===== config.mk =====
export PLATFORM = sky130hd
export DESIGN_NAME = spl_link
export DESIGN_NICKNAME = d
export VERILOG_FILES = /design/src/core/spl_pkg.sv /design/src/core/spl_sync.sv /design/src/core/spl_nvm_regs.sv /design/src/core/spl_link.sv
export SDC_FILE = /design/constraint.sdc
export NUM_CORES = 1
export LEC_CHECK = 0
export BUFFER_PORTS_ARGS = -buffer_cell sky130_fd_sc_hd__buf_2
export CAP_MARGIN = 20
export CORE_ASPECT_RATIO = 0.75
export CORE_MARGIN = 1.5
export CORE_UTILIZATION = 35
export CTS_CLUSTER_DIAMETER = 30
export DETAILED_ROUTE_END_ITERATION = 10
export HOLD_SLACK_MARGIN = 0.1
export PLACE_DENSITY = 0.64
export RECOVER_POWER = 100
export SETUP_SLACK_MARGIN = 0.1
export SLEW_MARGIN = 20
export SYNTH_ARGS = -nofsm -noshare
export SYNTH_HDL_FRONTEND = slang
export SYNTH_SLANG_ARGS = --single-unit
export TNS_END_PERCENT = 50

===== constraint.sdc =====
create_clock -name mclk_i -period 4 [get_ports mclk_i]
set_input_delay 0.4 -clock mclk_i [delete_from_list [all_inputs] [get_ports mclk_i]]
set_output_delay 0.4 -clock mclk_i [all_outputs]
set_load 0.005 [all_outputs]

===== src/core/spl_pkg.sv =====
// Purpose: Shared constants and types of the serial programming link block
// Assumes: I/O space addresses are six bits wide
// Notes:   Frame and guard figures are counted in link clock bits
package spl_pkg;
  localparam logic [5:0] SPL_CSR_ADDR     = 6'h32;
  localparam logic [5:0] SPL_CMD_ADDR     = 6'h33;
  localparam logic [7:0] SPL_CSR_RESET    = 8'h00;
  localparam logic [5:0] SPL_CMD_RESET    = 6'h00;
  localparam int         SPL_BUSY_BIT     = 7;
  localparam int         SPL_CMD_W        = 6;
  localparam logic [5:0] SPL_CMD_NOP      = 6'h00;
  localparam logic [5:0] SPL_CMD_CHIP_ER  = 6'h10;
  localparam logic [5:0] SPL_CMD_CHIP_WR  = 6'h11;
  localparam logic [5:0] SPL_CMD_SECT_ER  = 6'h14;
  localparam logic [5:0] SPL_CMD_WORD_WR  = 6'h1D;
  localparam logic [5:0] SPL_CMD_PAGE_ER  = 6'h18;
  localparam logic [3:0] SPL_FRAME_BITS   = 4'hC;
  localparam logic [3:0] SPL_RX_LAST      = 4'hA;
  localparam logic [7:0] SPL_GUARD_BITS   = 8'h80;
  localparam logic [7:0] SPL_IDLE_MIN     = 8'h02;
  localparam logic [7:0] SPL_GUARD_TOTAL  = SPL_GUARD_BITS + SPL_IDLE_MIN;
  // Sync bit order: clock, data, reset pin, high voltage
  localparam int         SPL_SYNC_W       = 4;
  localparam logic [3:0] SPL_SYNC_INIT    = 4'h6;
  localparam int         SPL_IX_CLK       = 0;
  localparam int         SPL_IX_DAT       = 1;
  localparam int         SPL_IX_RSTN      = 2;
  localparam int         SPL_IX_HV        = 3;

  typedef enum logic [5:0] {
    SPL_OFF      = 6'b00_0001,
    SPL_RX_IDLE  = 6'b00_0010,
    SPL_RX_BITS  = 6'b00_0100,
    SPL_RX_WAITH = 6'b00_1000,
    SPL_TX_GUARD = 6'b01_0000,
    SPL_TX_BITS  = 6'b10_0000
  } spl_state_e;
endpackage


===== src/core/spl_sync.sv =====
// Purpose: Two-stage synchroniser for pins entering the mclk domain
// Assumes: Inputs are quasi-static relative to the 10 ns clock
// Notes:   Only the second stage is visible outside
`timescale 1ns/1ns
`default_nettype none
module spl_sync
  import spl_pkg::*;
#(
  parameter int unsigned     W    = 1,
  parameter logic [W-1:0]    INIT = '0
) (
  input  wire logic          mclk_i,
  input  wire logic          rst_i,
  input  wire logic          ce_i,
  input  wire logic [W-1:0]  async_i,
  output logic      [W-1:0]  sync_o
);
  typedef struct packed {
    logic [W-1:0] s1;
    logic [W-1:0] s2;
  } spl_sync_s;

  spl_sync_s s_q;
  spl_sync_s s_d;

  always_comb begin
    s_d    = s_q;
    s_d.s1 = async_i;
    s_d.s2 = s_q.s1;
  end

  always_ff @(posedge mclk_i) begin
    if (rst_i) begin
      s_q <= '{s1: INIT, s2: INIT};
    end else if (ce_i) begin
      s_q <= s_d;
    end
  end

  assign sync_o = s_q.s2;
endmodule
`default_nettype wire


===== src/core/spl_nvm_regs.sv =====
// Purpose: Memory controller status and command registers with start logic
// Assumes: The memory array reports completion with a one-cycle done pulse
// Notes:   Command writes are blocked while an operation is running
`timescale 1ns/1ns
`default_nettype none
module spl_nvm_regs
  import spl_pkg::*;
(
  input  wire logic                 mclk_i,
  input  wire logic                 rst_i,
  input  wire logic                 ce_i,
  input  wire logic [5:0]           io_addr_i,
  input  wire logic                 io_wr_i,
  input  wire logic [7:0]           io_wdata_i,
  output logic      [7:0]           io_rdata_o,
  input  wire logic                 self_prog_i,
  input  wire logic                 mem_start_i,
  input  wire logic                 nvm_done_i,
  output logic                      busy_o,
  output logic                      nvm_go_o,
  output logic      [SPL_CMD_W-1:0] nvm_cmd_o,
  output logic                      erase_code_o,
  output logic                      erase_lock_o,
  output logic                      write_code_o
);
  typedef struct packed {
    logic [SPL_CMD_W-1:0] cmd;
    logic                 busy;
    logic                 go;
    logic                 er_code;
    logic                 er_lock;
    logic                 wr_code;
    logic [7:0]           rdata;
  } spl_regs_s;

  spl_regs_s s_q;
  spl_regs_s s_d;
  logic      wr_ok;
  logic      known;
  logic      self_ok;

  function automatic logic spl_self_allowed(input logic [SPL_CMD_W-1:0] c);
    spl_self_allowed = (c == SPL_CMD_NOP) || (c == SPL_CMD_WORD_WR) || (c == SPL_CMD_PAGE_ER);
  endfunction

  always_comb begin
    s_d     = s_q;
    s_d.go  = 1'b0;
    wr_ok   = !self_prog_i || spl_self_allowed(io_wdata_i[SPL_CMD_W-1:0]);
    self_ok = !self_prog_i || spl_self_allowed(s_q.cmd);
    known   = (s_q.cmd == SPL_CMD_CHIP_ER) || (s_q.cmd == SPL_CMD_CHIP_WR)
           || (s_q.cmd == SPL_CMD_SECT_ER) || (s_q.cmd == SPL_CMD_WORD_WR)
           || (s_q.cmd == SPL_CMD_PAGE_ER);
    if (io_wr_i && io_addr_i == SPL_CMD_ADDR && !s_q.busy && wr_ok) begin
      s_d.cmd = io_wdata_i[SPL_CMD_W-1:0];
    end
    if (nvm_done_i) begin
      s_d.busy = 1'b0;
    end
    // Start is refused while busy, so a start in the cycle of the done that ends an operation is lost
    if (mem_start_i && !s_q.busy && known && self_ok) begin
      s_d.busy    = 1'b1;
      s_d.go      = 1'b1;
      s_d.er_code = (s_q.cmd == SPL_CMD_CHIP_ER) || (s_q.cmd == SPL_CMD_SECT_ER);
      s_d.er_lock = (s_q.cmd == SPL_CMD_CHIP_ER);
      s_d.wr_code = (s_q.cmd == SPL_CMD_CHIP_WR) || (s_q.cmd == SPL_CMD_WORD_WR);
    end
    if (io_addr_i == SPL_CSR_ADDR) begin
      s_d.rdata = {s_q.busy, 7'h00};
    end else if (io_addr_i == SPL_CMD_ADDR) begin
      s_d.rdata = {2'h0, s_q.cmd};
    end else begin
      s_d.rdata = 8'h00;
    end
  end

  always_ff @(posedge mclk_i) begin
    if (rst_i) begin
      s_q <= '{cmd: SPL_CMD_RESET, rdata: SPL_CSR_RESET, default: '0};
    end else if (ce_i) begin
      s_q <= s_d;
    end
  end

  assign io_rdata_o   = s_q.rdata;
  assign busy_o       = s_q.busy;
  assign nvm_go_o     = s_q.go;
  assign nvm_cmd_o    = s_q.cmd;
  assign erase_code_o = s_q.er_code;
  assign erase_lock_o = s_q.er_lock;
  assign write_code_o = s_q.wr_code;

  a_busy_holds: assert property (@(posedge mclk_i) disable iff (rst_i)
    (s_q.go ##1 !nvm_done_i) |-> s_q.busy)
    else $error("busy dropped before operation completed");
  a_cmd_blocked: assert property (@(posedge mclk_i) disable iff (rst_i)
    (ce_i && io_wr_i && self_prog_i && io_addr_i == SPL_CMD_ADDR
     && !spl_self_allowed(io_wdata_i[SPL_CMD_W-1:0])) |=> $stable(s_q.cmd))
    else $error("self programming accepted a forbidden command");
  a_chip_erase: assert property (@(posedge mclk_i) disable iff (rst_i)
    (s_q.go && s_q.cmd == SPL_CMD_CHIP_ER) |-> (s_q.er_code && s_q.er_lock))
    else $error("chip erase did not cover code and lock bits");
  a_rdata_clean: assert property (@(posedge mclk_i) disable iff (rst_i)
    ($past(io_addr_i) == SPL_CMD_ADDR && $past(ce_i)) |-> (io_rdata_o[7:6] == 2'h0))
    else $error("reserved command bits read non-zero");
endmodule
`default_nettype wire


===== src/core/spl_link.sv =====
// Purpose: Target end of a three-pin serial programming link and its memory registers
// Assumes: The access layer above drives tx requests and the programming enable bit
// Notes:   Link pins are sampled by mclk; link clock must be well below 50 MHz
`timescale 1ns/1ns
`default_nettype none
// Behaviour
// - Busy flag rises at operation start and holds until completion.
// - Command register holds six-bit command in bits 5:0, reset zero.
// - Commands decode as nop, chip erase/write, section erase, word write, page erase.
// - Chip erase clears both code section and lock bits.
// - Chip write programs code section, lock bits untouched.
// - Self programming accepts only nop, word write and page erase.
// - Link reaches controller registers in I/O space and memory in data space.
// - Link uses reset as enable, a clock pin and one bidirectional data pin.
// - With enable bit clear, releasing reset or high voltage disables the link.
// - With enable bit set, releasing reset keeps the session; only power-down ends it.
// - Frame is low start, eight data, parity and two high stop bits.
// - Data bits travel least significant bit first.
// - Parity is even, xor of data bits; generated on send, checked on receive.
// - Detect parity, frame and break on receive, collisions on transmit.
// - One shared data line, half duplex, serial-parallel conversion both ways.
// - Idle guard bits are inserted on each turn from receive to transmit.
// - Data changes on falling link clock edges, sampled on rising edges.
// - Break is a low level of twelve or more bit periods.
// - Zero stop bit flags frame error; all-zero frame flags break.
// - Default guard time is 128 bits plus two mandatory idle bits.
module spl_link
  import spl_pkg::*;
(
  input  wire logic                 mclk_i,
  input  wire logic                 rst_i,
  input  wire logic                 ce_i,
  input  wire logic                 link_reset_n_i,
  input  wire logic                 link_hv_i,
  input  wire logic                 link_clock_pin_i,
  input  wire logic                 link_data_pin_i,
  output logic                      link_data_pin_o,
  output logic                      link_data_pin_oe_o,
  input  wire logic                 programming_enable_bit_i,
  output logic                      link_enabled_o,
  output logic      [7:0]           rx_data_o,
  output logic                      rx_valid_o,
  output logic                      rx_parity_err_o,
  output logic                      rx_frame_err_o,
  output logic                      rx_break_o,
  input  wire logic                 tx_start_i,
  input  wire logic [7:0]           tx_data_i,
  output logic                      tx_ready_o,
  output logic                      tx_busy_o,
  output logic                      tx_collision_o,
  input  wire logic [5:0]           io_addr_i,
  input  wire logic                 io_wr_i,
  input  wire logic [7:0]           io_wdata_i,
  output logic      [7:0]           io_rdata_o,
  input  wire logic                 self_prog_i,
  input  wire logic                 mem_wr_i,
  input  wire logic                 mem_hi_byte_i,
  input  wire logic                 nvm_done_i,
  output logic                      memory_busy_flag_o,
  output logic                      nvm_go_o,
  output logic      [SPL_CMD_W-1:0] nvm_cmd_o,
  output logic                      erase_code_o,
  output logic                      erase_lock_o,
  output logic                      write_code_o
);
  typedef struct packed {
    spl_state_e  st;
    logic        en;
    logic        clk_prev;
    logic [3:0]  bitc;
    logic [11:0] sh;
    logic [7:0]  guard;
    logic        prev_zero;
    logic        oe;
    logic        dout;
    logic [7:0]  rx_data;
    logic        rx_par;
    logic        rx_valid;
    logic        perr;
    logic        ferr;
    logic        brk;
    logic        coll;
  } spl_link_s;

  spl_link_s                 s_q;
  spl_link_s                 s_d;
  logic [SPL_SYNC_W-1:0]     pins_s;
  logic                      clk_s;
  logic                      dat_s;
  logic                      pin_active;
  logic                      rise;
  logic                      fall;
  logic [11:0]               nsh;
  logic                      tx_bit;
  logic                      mem_start;

  spl_sync #(
    .W    (SPL_SYNC_W),
    .INIT (SPL_SYNC_INIT)
  ) u_sync (
    .mclk_i  (mclk_i),
    .rst_i   (rst_i),
    .ce_i    (ce_i),
    .async_i ({link_hv_i, link_reset_n_i, link_data_pin_i, link_clock_pin_i}),
    .sync_o  (pins_s)
  );

  // Data-space write to the high byte of a word launches the loaded command
  assign mem_start = mem_wr_i && mem_hi_byte_i;

  spl_nvm_regs u_regs (
    .mclk_i       (mclk_i),
    .rst_i        (rst_i),
    .ce_i         (ce_i),
    .io_addr_i    (io_addr_i),
    .io_wr_i      (io_wr_i),
    .io_wdata_i   (io_wdata_i),
    .io_rdata_o   (io_rdata_o),
    .self_prog_i  (self_prog_i),
    .mem_start_i  (mem_start),
    .nvm_done_i   (nvm_done_i),
    .busy_o       (memory_busy_flag_o),
    .nvm_go_o     (nvm_go_o),
    .nvm_cmd_o    (nvm_cmd_o),
    .erase_code_o (erase_code_o),
    .erase_lock_o (erase_lock_o),
    .write_code_o (write_code_o)
  );

  assign clk_s      = pins_s[SPL_IX_CLK];
  assign dat_s      = pins_s[SPL_IX_DAT];
  assign pin_active = !pins_s[SPL_IX_RSTN] || pins_s[SPL_IX_HV];
  assign rise       = clk_s && !s_q.clk_prev;
  assign fall       = !clk_s && s_q.clk_prev;

  always_comb begin
    s_d          = s_q;
    s_d.clk_prev = clk_s;
    s_d.rx_valid = 1'b0;
    s_d.coll     = 1'b0;
    nsh          = {dat_s, s_q.sh[11:1]};
    tx_bit       = s_q.sh[0];
    // Link enable follows the pin; once programming is enabled only a
    // power-down reset can close the session
    if (!s_q.en && pin_active) begin
      s_d.en = 1'b1;
      s_d.st = SPL_RX_IDLE;
    end else if (s_q.en && !pin_active && !programming_enable_bit_i) begin
      s_d.en  = 1'b0;
      s_d.st  = SPL_OFF;
      s_d.oe  = 1'b0;
    end else begin
      case (s_q.st)
        SPL_OFF: begin
          s_d.oe = 1'b0;
        end
        SPL_RX_IDLE: begin
          if (tx_start_i) begin
            // Parity rides along with the data so the frame is self-contained
            s_d.sh        = {2'b11, ^tx_data_i, tx_data_i, 1'b0};
            s_d.guard     = 8'h00;
            s_d.bitc      = 4'h0;
            s_d.prev_zero = 1'b0;
            s_d.st        = SPL_TX_GUARD;
          end else if (rise && !dat_s) begin
            s_d.bitc = 4'h0;
            s_d.sh   = 12'h000;
            s_d.st   = SPL_RX_BITS;
          end
        end
        SPL_RX_BITS: begin
          if (rise) begin
            s_d.sh   = nsh;
            s_d.bitc = s_q.bitc + 4'h1;
            if (s_q.bitc == SPL_RX_LAST) begin
              s_d.rx_data  = nsh[8:1];
              s_d.rx_par   = nsh[9];
              s_d.rx_valid = 1'b1;
              s_d.perr     = ^nsh[9:1];
              s_d.ferr     = !nsh[10] || !nsh[11];
              s_d.brk      = (nsh[11:1] == 11'h000);
              // A break may last beyond the frame; wait for the line to rise
              s_d.st       = (!nsh[10] || !nsh[11]) ? SPL_RX_WAITH : SPL_RX_IDLE;
            end
          end
        end
        SPL_RX_WAITH: begin
          if (rise && dat_s) begin
            s_d.st = SPL_RX_IDLE;
          end
        end
        SPL_TX_GUARD: begin
          // Line is left to the pull-up while the guard bits run
          if (fall) begin
            s_d.guard = s_q.guard + 8'h01;
            if (s_q.guard == SPL_GUARD_TOTAL - 8'h01) begin
              s_d.oe        = 1'b1;
              s_d.dout      = tx_bit;
              s_d.prev_zero = !tx_bit;
              s_d.sh        = {1'b1, s_q.sh[11:1]};
              s_d.bitc      = 4'h1;
              s_d.st        = SPL_TX_BITS;
            end
          end
        end
        SPL_TX_BITS: begin
          if (rise && !s_q.oe && !dat_s) begin
            // Programmer pulled the released line low: stop at once
            s_d.coll = 1'b1;
            s_d.oe   = 1'b0;
            s_d.st   = SPL_RX_IDLE;
          end else if (fall) begin
            if (s_q.bitc == SPL_FRAME_BITS) begin
              s_d.oe = 1'b0;
              s_d.st = SPL_RX_IDLE;
            end else begin
              // Zeros always driven; a one only right after a zero, which
              // leaves gaps in which collisions can be seen
              s_d.oe        = !tx_bit || s_q.prev_zero;
              s_d.dout      = tx_bit;
              s_d.prev_zero = !tx_bit;
              s_d.sh        = {1'b1, s_q.sh[11:1]};
              s_d.bitc      = s_q.bitc + 4'h1;
            end
          end
        end
        default: begin
          s_d.st = SPL_OFF;
          s_d.oe = 1'b0;
        end
      endcase
    end
  end

  always_ff @(posedge mclk_i) begin
    if (rst_i) begin
      s_q <= '{st: SPL_OFF, clk_prev: 1'b0, dout: 1'b1, default: '0};
    end else if (ce_i) begin
      s_q <= s_d;
    end
  end

  assign link_data_pin_o    = s_q.dout;
  assign link_data_pin_oe_o = s_q.oe;
  assign link_enabled_o     = s_q.en;
  assign rx_data_o          = s_q.rx_data;
  assign rx_valid_o         = s_q.rx_valid;
  assign rx_parity_err_o    = s_q.perr;
  assign rx_frame_err_o     = s_q.ferr;
  assign rx_break_o         = s_q.brk;
  assign tx_ready_o         = s_q.en && (s_q.st == SPL_RX_IDLE);
  assign tx_busy_o          = (s_q.st == SPL_TX_GUARD) || (s_q.st == SPL_TX_BITS);
  assign tx_collision_o     = s_q.coll;

  a_link_drops: assert property (@(posedge mclk_i) disable iff (rst_i)
    (ce_i && s_q.en && !pin_active && !programming_enable_bit_i) |=> !s_q.en)
    else $error("link stayed enabled after release with enable bit clear");
  a_session_kept: assert property (@(posedge mclk_i) disable iff (rst_i)
    (s_q.en && programming_enable_bit_i) |=> s_q.en)
    else $error("link closed while programming enable was set");
  a_parity_check: assert property (@(posedge mclk_i) disable iff (rst_i)
    s_q.rx_valid |-> (s_q.perr == (^s_q.rx_data ^ s_q.rx_par)))
    else $error("parity error flag disagrees with received bits");
  a_break_frame: assert property (@(posedge mclk_i) disable iff (rst_i)
    (s_q.rx_valid && s_q.brk) |-> (s_q.ferr && s_q.rx_data == 8'h00 && s_q.st == SPL_RX_WAITH))
    else $error("break frame not flagged as frame error");
  a_zero_driven: assert property (@(posedge mclk_i) disable iff (rst_i)
    (s_q.st == SPL_TX_BITS && s_q.prev_zero) |-> (s_q.oe && !s_q.dout))
    else $error("zero bit not actively driven");
  a_collision_stop: assert property (@(posedge mclk_i) disable iff (rst_i)
    s_q.coll |-> (!s_q.oe && s_q.st == SPL_RX_IDLE))
    else $error("transmitter kept driving after collision");
  a_guard_quiet: assert property (@(posedge mclk_i) disable iff (rst_i)
    (s_q.st == SPL_TX_GUARD) |-> !s_q.oe)
    else $error("data line driven during guard time");
  a_guard_total: assert property (@(posedge mclk_i) disable iff (rst_i)
    (s_q.st == SPL_TX_BITS && $past(s_q.st) == SPL_TX_GUARD)
      |-> ($past(s_q.guard) == SPL_GUARD_TOTAL - 8'h01 && !s_q.dout))
    else $error("transmit began before guard bits elapsed");
  a_frame_length: assert property (@(posedge mclk_i) disable iff (rst_i)
    ($past(s_q.st) == SPL_TX_BITS && s_q.st == SPL_RX_IDLE && !s_q.coll)
      |-> ($past(s_q.bitc) == SPL_FRAME_BITS))
    else $error("transmitted frame length wrong");
endmodule
`default_nettype wire


==> flow_summary_export.csv, run 1 <==
group,metric,value,unit
power_and_ir_drop,finalPower,1.772,mW
final_layout,drive_gt1_share,14.03,%
synth,synth.yosys.seq_area_share,38.24,%
routing,via_per_inst,5.272,
synth,synth_ff_type,"dfxtp_1",
routing,avgRoutedWirePerCell,14.46,um
synth,muxShareOfSynthArea,5.975,%
clock_tree,clock_path_buffers,2,
floorplan,dieArea,0.01171,mm^2
job,cap_violations,1,
placement,routabilityCongestion,0.8492,
synth,synth_edf_count,0,
clock_tree,cts_resized,0,
power_and_ir_drop,ir_drop,171.6,uV
critical_path,critPathCaptureType,"flip-flop",
critical_path,max_stage_delay,1.28,ns
power_and_ir_drop,power_density,394.7,mW/mm^2
min_path,hold_class,"input port to flip-flop",
sta,fin_crit_sh,76.26,%
synth,synth-compound-area-share,15.28,%
synth,synth_nets,501,
clock_tree,post-cts-setup-buffers,0,
critical_path,crit_fanout,39,
floorplan,fp-row-count,33,
sta,tns,0,ns
floorplan,fp.coreArea,0.01086,mm^2
final_layout,syn_to_final_growth,15.89,%
grt,antenna_found_initial,0,
routing,drc,0,
grt,grt_pass1_vias,3119,
sta,rsz0062_at_grt,"false",
final_layout,nNetsFinal,547,
synth,synthCells,456,
floorplan,die_y,94.11,um
clock_tree,clockRootBuffer,"clkbuf_16",
floorplan,start_util,35.67,%
critical_path,cp.required,4.20,ns
floorplan,ios,73,
status,outcome,"complete, but fails checks",
critical_path,critPathLaunchType,"input port",
clock_tree,clkTransAtPathRegs,0.06,ns
clock_tree,clk_latency,0.34,ns
floorplan,die_x,124.5,um
clock_tree,hold_buffers,0,
final_layout,n_antenna_cell,0,
synth,synth-simple-area-share,24.77,%
sta,fin_ws,0.9495,ns
placement,place_hpwl,6581,um
critical_path,arrival,3.25,ns
synth,synth_warnings,0,
synth,synthAdderAreaFrac,2.907,%
power_and_ir_drop,leakage,1.660,nW
sta,finalHoldViolCount,0,
routing,drt_iter0_markers,230,
synth,syn_area_per_cell,8.495,um^2
clock_tree,cts_max_level,3,
clock_tree,cts_tree,"built",
synth,synth_area,0.003874,mm^2
sta,slew_violations,40,
grt,gr-total-overflow,0,
placement,dp_slack,1.372,ns
critical_path,cpMaxStageDelayCell,"clkbuf_1",
placement,io_buffers,69,
synth,synth-xor-area-share,5.426,%
routing,vias,3406,
sta,worst_pin_slew,1.657,ns
synth,synth_top_family_by_area,"simple AND/OR/NAND/NOR gates",
clock_tree,numCtsBuffers,9,
critical_path,crit_chain,"clkbuf_1 -> clkbuf_1 -> nand2b_1 -> nor2_1",
clock_tree,cts_sinks,74,
synth,synthArstFlopShare,0,%
final_layout,post-route-util,41.34,%
routing,totalWireLength,9344,um
sta,max_freq,327.8,MHz
routing,drtPass1Iterations,5,
sta,period_minus_slack,3.051,ns
routing,drt.antenna.violating_nets,0,
status,violations,"max-capacitance violations, max-slew violations",
synth,synth.distinct_cells,62,
sta,setup_viol_count_final,0,
grt,grt_max_degree,40,
critical_path,path_common_cell,"clkbuf_1",
sta,fin_skew,0.009325,ns
critical_path,worstSetupPathType,"input port to flip-flop",
synth,ys_ff_latch,74,
grt,grt_use_total,15.99,%
grt,grt_pass1_wl,15130,um
sta,maxSlewHeadroom,-10.50,%
-- routing by layer --
layer / vias up / track usage [%] / share of wire, %
met4: 0 / 4.310 / 1.1
met2: 112 / 24.36 / 44
met1: 1580 / 21.97 / 49
met5: - / 0 / 0
li1: 1701 / - / -
met3: 13 / 4.727 / 6.0
-- cell type report --
cell class | instances | area (um^2)
multi-input cells | 327 | 2088
well taps | 140 | 175.2
flip-flops and latches | 74 | 1481
inverters | 18 | 67.56
clock inverters | 6 | 115.1
clock buffers | 9 | 225.2
repair buffers | 72 | 336.6
fillers | 1077 | 6370
-- critical path, delay by kind of cell --
family                 cells  cell delay [ns]
buffers and inverters      2             2.32
AND/OR/NAND/NOR            2             0.52
-- power by group --
group	switching (mW)	internal (mW)
clock network	0.315	0.609
registers	0.00737	0.743
logic	0.0583	0.0398
-- path summary, 6_finish.rpt --
kind / endpoint / slack [ns] / cells past startpoint / from
max: s_q[21] / 0.95 / 4 / rst_i
min: u_sync.s_d[2] / 0.28 / 2 / link_reset_n_i
max reg2reg: nsh[10] / 1.12 / 6 / s_q[45]
min reg2reg: u_regs.erase_code_o / 0.47 / 2 / u_regs.erase_code_o
-- cell usage after synthesis (4+ instances only) --
master     number  area share [%]
buf_4          12             2.3
nor3_1         16             2.1
a2111oi_0       9             2.0
nor2b_1        10             1.6
a211o_1         5             1.1
a211oi_1        4            0.78
or4_1           6             1.2
inv_1          18             1.7
a21oi_1        21             2.7
nand4_1         9             1.5
clkbuf_1       13             1.3
buf_2           7            0.90
o21ai_0        11             1.4
o211ai_1        4            0.78
xnor2_1        12             2.7
xor2_1         12             2.7
mux2i_1        22             5.7
nand2_1        24             2.3
dfxtp_1        74              38
and2_1          4            0.65
nand2b_1        8             1.3
nor2_1         72             7.0
ha_1            9             2.9
a22oi_1         8             1.6
nand3_1        11             1.4
-- sequential cells by signal (all words and copies together), names as in the netlist, 4 cells and up --
| signal | count |
|---|---|
| u_regs.nvm_cmd_o | 6 |
| u_regs.io_rdata_o | 7 |
| u_sync.sync_o | 4 |
| rx_data_o | 8 |
| s_q | 21 |
| u_sync.s_d | 4 |
| nsh | 11 |
-- kinds of logic after synthesis --
kind of cell	Yosys count
simple gates	186
compound gates	84
flops	74
buf+inv	55
xor+xnor	24
mux	23
fa+ha+maj	9
other cells	1
-- stage by stage --
stage	cell area (um^2)	hold slack, ns	instances
detailed placement	4207	0.4563	631
CTS	4547	0.2741	646
global placement	4207	0.4440	631
floorplan	3874	0.4446	456
global route	4489	0.2796	646
finish	4489	0.2811	646
-- layout by cell type, fill, tap and decap left out, drive strengths merged, types with 4 or more instances in the layout --
master,Yosys,final
dfxtp,74,74
nor2,73,73
buf,24,51
clkbuf,13,30
nand2,25,25
mux2i,22,22
a21oi,21,21
inv,18,19
nor3,16,16
xor2,12,12
xnor2,12,12
o21ai,11,11
nand3,11,11
nor2b,10,10
nand4,9,9
a2111oi,9,9
ha,9,9
or4,8,8
nand2b,8,8
a22oi,8,8
a211o,5,5
a211oi,5,5
o211ai,4,4
and3,4,4
and2,4,4
(Power assumes the default switching activity.)
==> run 2, diff against run 1 <==
Clock period 4 ns to 2.85 ns, I/O delays scaled along.
==> run 2 against run 1 <==
Against the previous run:
- the flow still finishes with violations (max-capacitance violations, max-slew violations)
- critical endpoint is now s_q[39]
- clock power rose by 27%
- via count is 1.2% higher
- largest cell class unchanged
- cell count grew 1.2%
- highest routed layer unchanged
- cell area rose by 0.28%
- sequential share of layout area fell by 0.064 points
- critical path depth grew 3
- register-to-register slack worse by 0.87 ns
- critical path type is now flip-flop to flip-flop
- total power rose by 34%
- clock skew is 0.00081 ns lower
- combinational power rose by 46%
- clock-buffer cell count grew 1
- sequential power increased by 40%
==> flow_summary_export.csv, run 2 (synthesis results as in run 1) <==
group,metric,value,unit
power_and_ir_drop,clkPwrFrac,49.4,%
clock_tree,cts_max_level,3,
routing,drt_iter0_markers,184,
critical_path,timing.rr.start,"s_q[48]",
critical_path,regToRegEndpoint,"s_q[39]",
routing,drc,0,
critical_path,critPathLaunchType,"flip-flop",
floorplan,fp-row-count,33,
power_and_ir_drop,p_comb_share,6.1,%
power_and_ir_drop,p_sw,0.5526,mW
sta,max_freq,383.9,MHz
sta,maxSlewHeadroom,-29.58,%
critical_path,worstSetupPathType,"flip-flop to flip-flop",
routing,drtPass1Iterations,4,
clock_tree,cts_sinks,74,
final_layout,drive_gt1_share,15.18,%
power_and_ir_drop,ir_drop,310.5,uV
clock_tree,hold_buffers,0,
grt,gr-total-overflow,0,
power_and_ir_drop,switching_share,23.36,%
final_layout,layout_commonest_cell,"dfxtp_1",
power_and_ir_drop,leakage,1.668,nW
status,outcome,"complete, but fails checks",
sta,fin_skew,0.008513,ns
grt,grt_use_total,16.84,%
routing,via_per_inst,5.271,
final_layout,regMostFlops,"s_q",
sta,period_minus_slack,2.605,ns
routing,avgRoutedWirePerCell,14.53,um
critical_path,arrival,2.73,ns
sta,worst_pin_slew,1.944,ns
clock_tree,numCtsBuffers,9,
placement,place_area,0.004259,mm^2
final_layout,syn_to_final_growth,16.21,%
final_layout,largest_reg_flops,21,
power_and_ir_drop,seq_power_share,44.5,%
critical_path,cp.required,2.97,ns
routing,vias,3447,
sta,fin_crit_sh,91.39,%
grt,grt_max_degree,45,
floorplan,start_util,35.67,%
placement,place_inst,638,
grt,antenna_found_initial,0,
critical_path,setup.worst_path.end,"s_q[39]",
sta,setup_viol_count_final,0,
clock_tree,cts_resized,0,
clock_tree,cts_tree,"built",
min_path,hold_start,"link_data_pin_i",
floorplan,dieArea,0.01171,mm^2
floorplan,ios,73,
critical_path,crit_start,"s_q[48]",
floorplan,die_y,94.11,um
sta,slew_violations,45,
sta,tns,0,ns
sta,rsz0062_at_grt,"false",
critical_path,reg2reg_slack,0.25,ns
clock_tree,clkTransAtPathRegs,0.06,ns
critical_path,rr_worst_depth,7,
critical_path,critPathCaptureType,"flip-flop",
final_layout,n_antenna_cell,0,
power_and_ir_drop,power_density,525.6,mW/mm^2
clock_tree,clock_path_buffers,2,
placement,io_buffers,69,
power_and_ir_drop,intPower,1.813,mW
placement,place_hpwl,6849,um
status,violations,"max-capacitance violations, max-slew violations",
final_layout,final_area,0.004502,mm^2
sta,finalHoldViolCount,0,
job,cap_violations,1,
clock_tree,post-cts-setup-buffers,0,
clock_tree,clk_latency,0.33,ns
grt,grt_pass1_vias,3322,
final_layout,stdcell_count,654,
floorplan,fp.coreArea,0.01086,mm^2
clock_tree,clockRootBuffer,"clkbuf_16",
routing,drt.antenna.violating_nets,0,
critical_path,crit_fanout,19,
grt,grt_pass1_wl,16240,um
final_layout,nNetsFinal,554,
floorplan,die_x,124.5,um
min_path,hold_class,"input port to flip-flop",
placement,routabilityCongestion,0.8834,
sta,whs,0.1647,ns
routing,totalWireLength,9503,um
final_layout,final_cell_mix,"dfxtp_1 (73), nor2_1 (72), buf_2 (48)",
==> run 2: cell types whose count changed in the layout (fill, tap and decap cells not counted), sizes merged <==
cell      delta
buf          +4
clkinvlp     +1
clkinv       -1
clkbuf       +4
bufinv       -2
inv          +2
==> run 2: per-layer routing <==
metal | share of wire, % | GRT usage (%) | vias up
met2 | 43 | 26.42 | 95
met4 | 1.5 | 4.693 | 0
met5 | 0 | 0 | -
met3 | 5.0 | 3.702 | 14
li1 | - | - | 1711
met1 | 50 | 23.27 | 1627
==> run 2: final cells by class <==
class | count | area [um^2]
clock buffers | 10 | 239.0
clock inverters | 6 | 71.32
fillers | 1090 | 6357
inverters | 18 | 67.56
multi-input cells | 327 | 2081
flip-flops and latches | 74 | 1483
well taps | 140 | 175.2
repair buffers | 79 | 385.4
==> run 2: worst max-delay path, cell delays in order (launching register included) <==
cell	delay, ns
dfxtp_1	0.42
or4_1	0.61
or3_1	0.47
o2bb2ai_1	0.20
nor3b_1	0.16
clkbuf_2	0.29
nand4b_1	0.18
a21oi_1	0.07
==> run 2: worst min-delay path by stage <==
stage                          endpoint  depth (start not counted)
global placement    u_regs.write_code_o                          2
global route              u_sync.s_d[1]                          2
CTS                       u_sync.s_d[2]                          2
floorplan                 u_sync.s_d[1]                          1
detailed placement  u_regs.write_code_o                          2
finish                    u_sync.s_d[1]                          2
==> run 2: power groups by stage <==
stage / registers, mW / logic [mW] / clock network [mW]
4_1_cts: 1.05 / 0.147 / 1.19
2_1_floorplan: 1.07 / 0.100 / 0
3_5_place_dp: 1.08 / 0.145 / 0
6_report: 1.05 / 0.143 / 1.17
3_3_place_gp: 1.08 / 0.143 / 0
5_1_grt: 1.05 / 0.160 / 1.25
==> run 2: stage by stage <==
| stage | util [%] | setup WS (ns) | power [mW] |
|---|---|---|---|
| after global placement | 39.22 | 0.3678 | 1.219 |
| after CTS | 42.08 | 0.2879 | 2.392 |
| after floorplan | - | 0.6953 | 1.170 |
| final | 41.46 | 0.2455 | 2.366 |
| after global routing | 41.46 | 0.1312 | 2.461 |
| after detailed placement | 39.22 | 0.2988 | 1.222 |
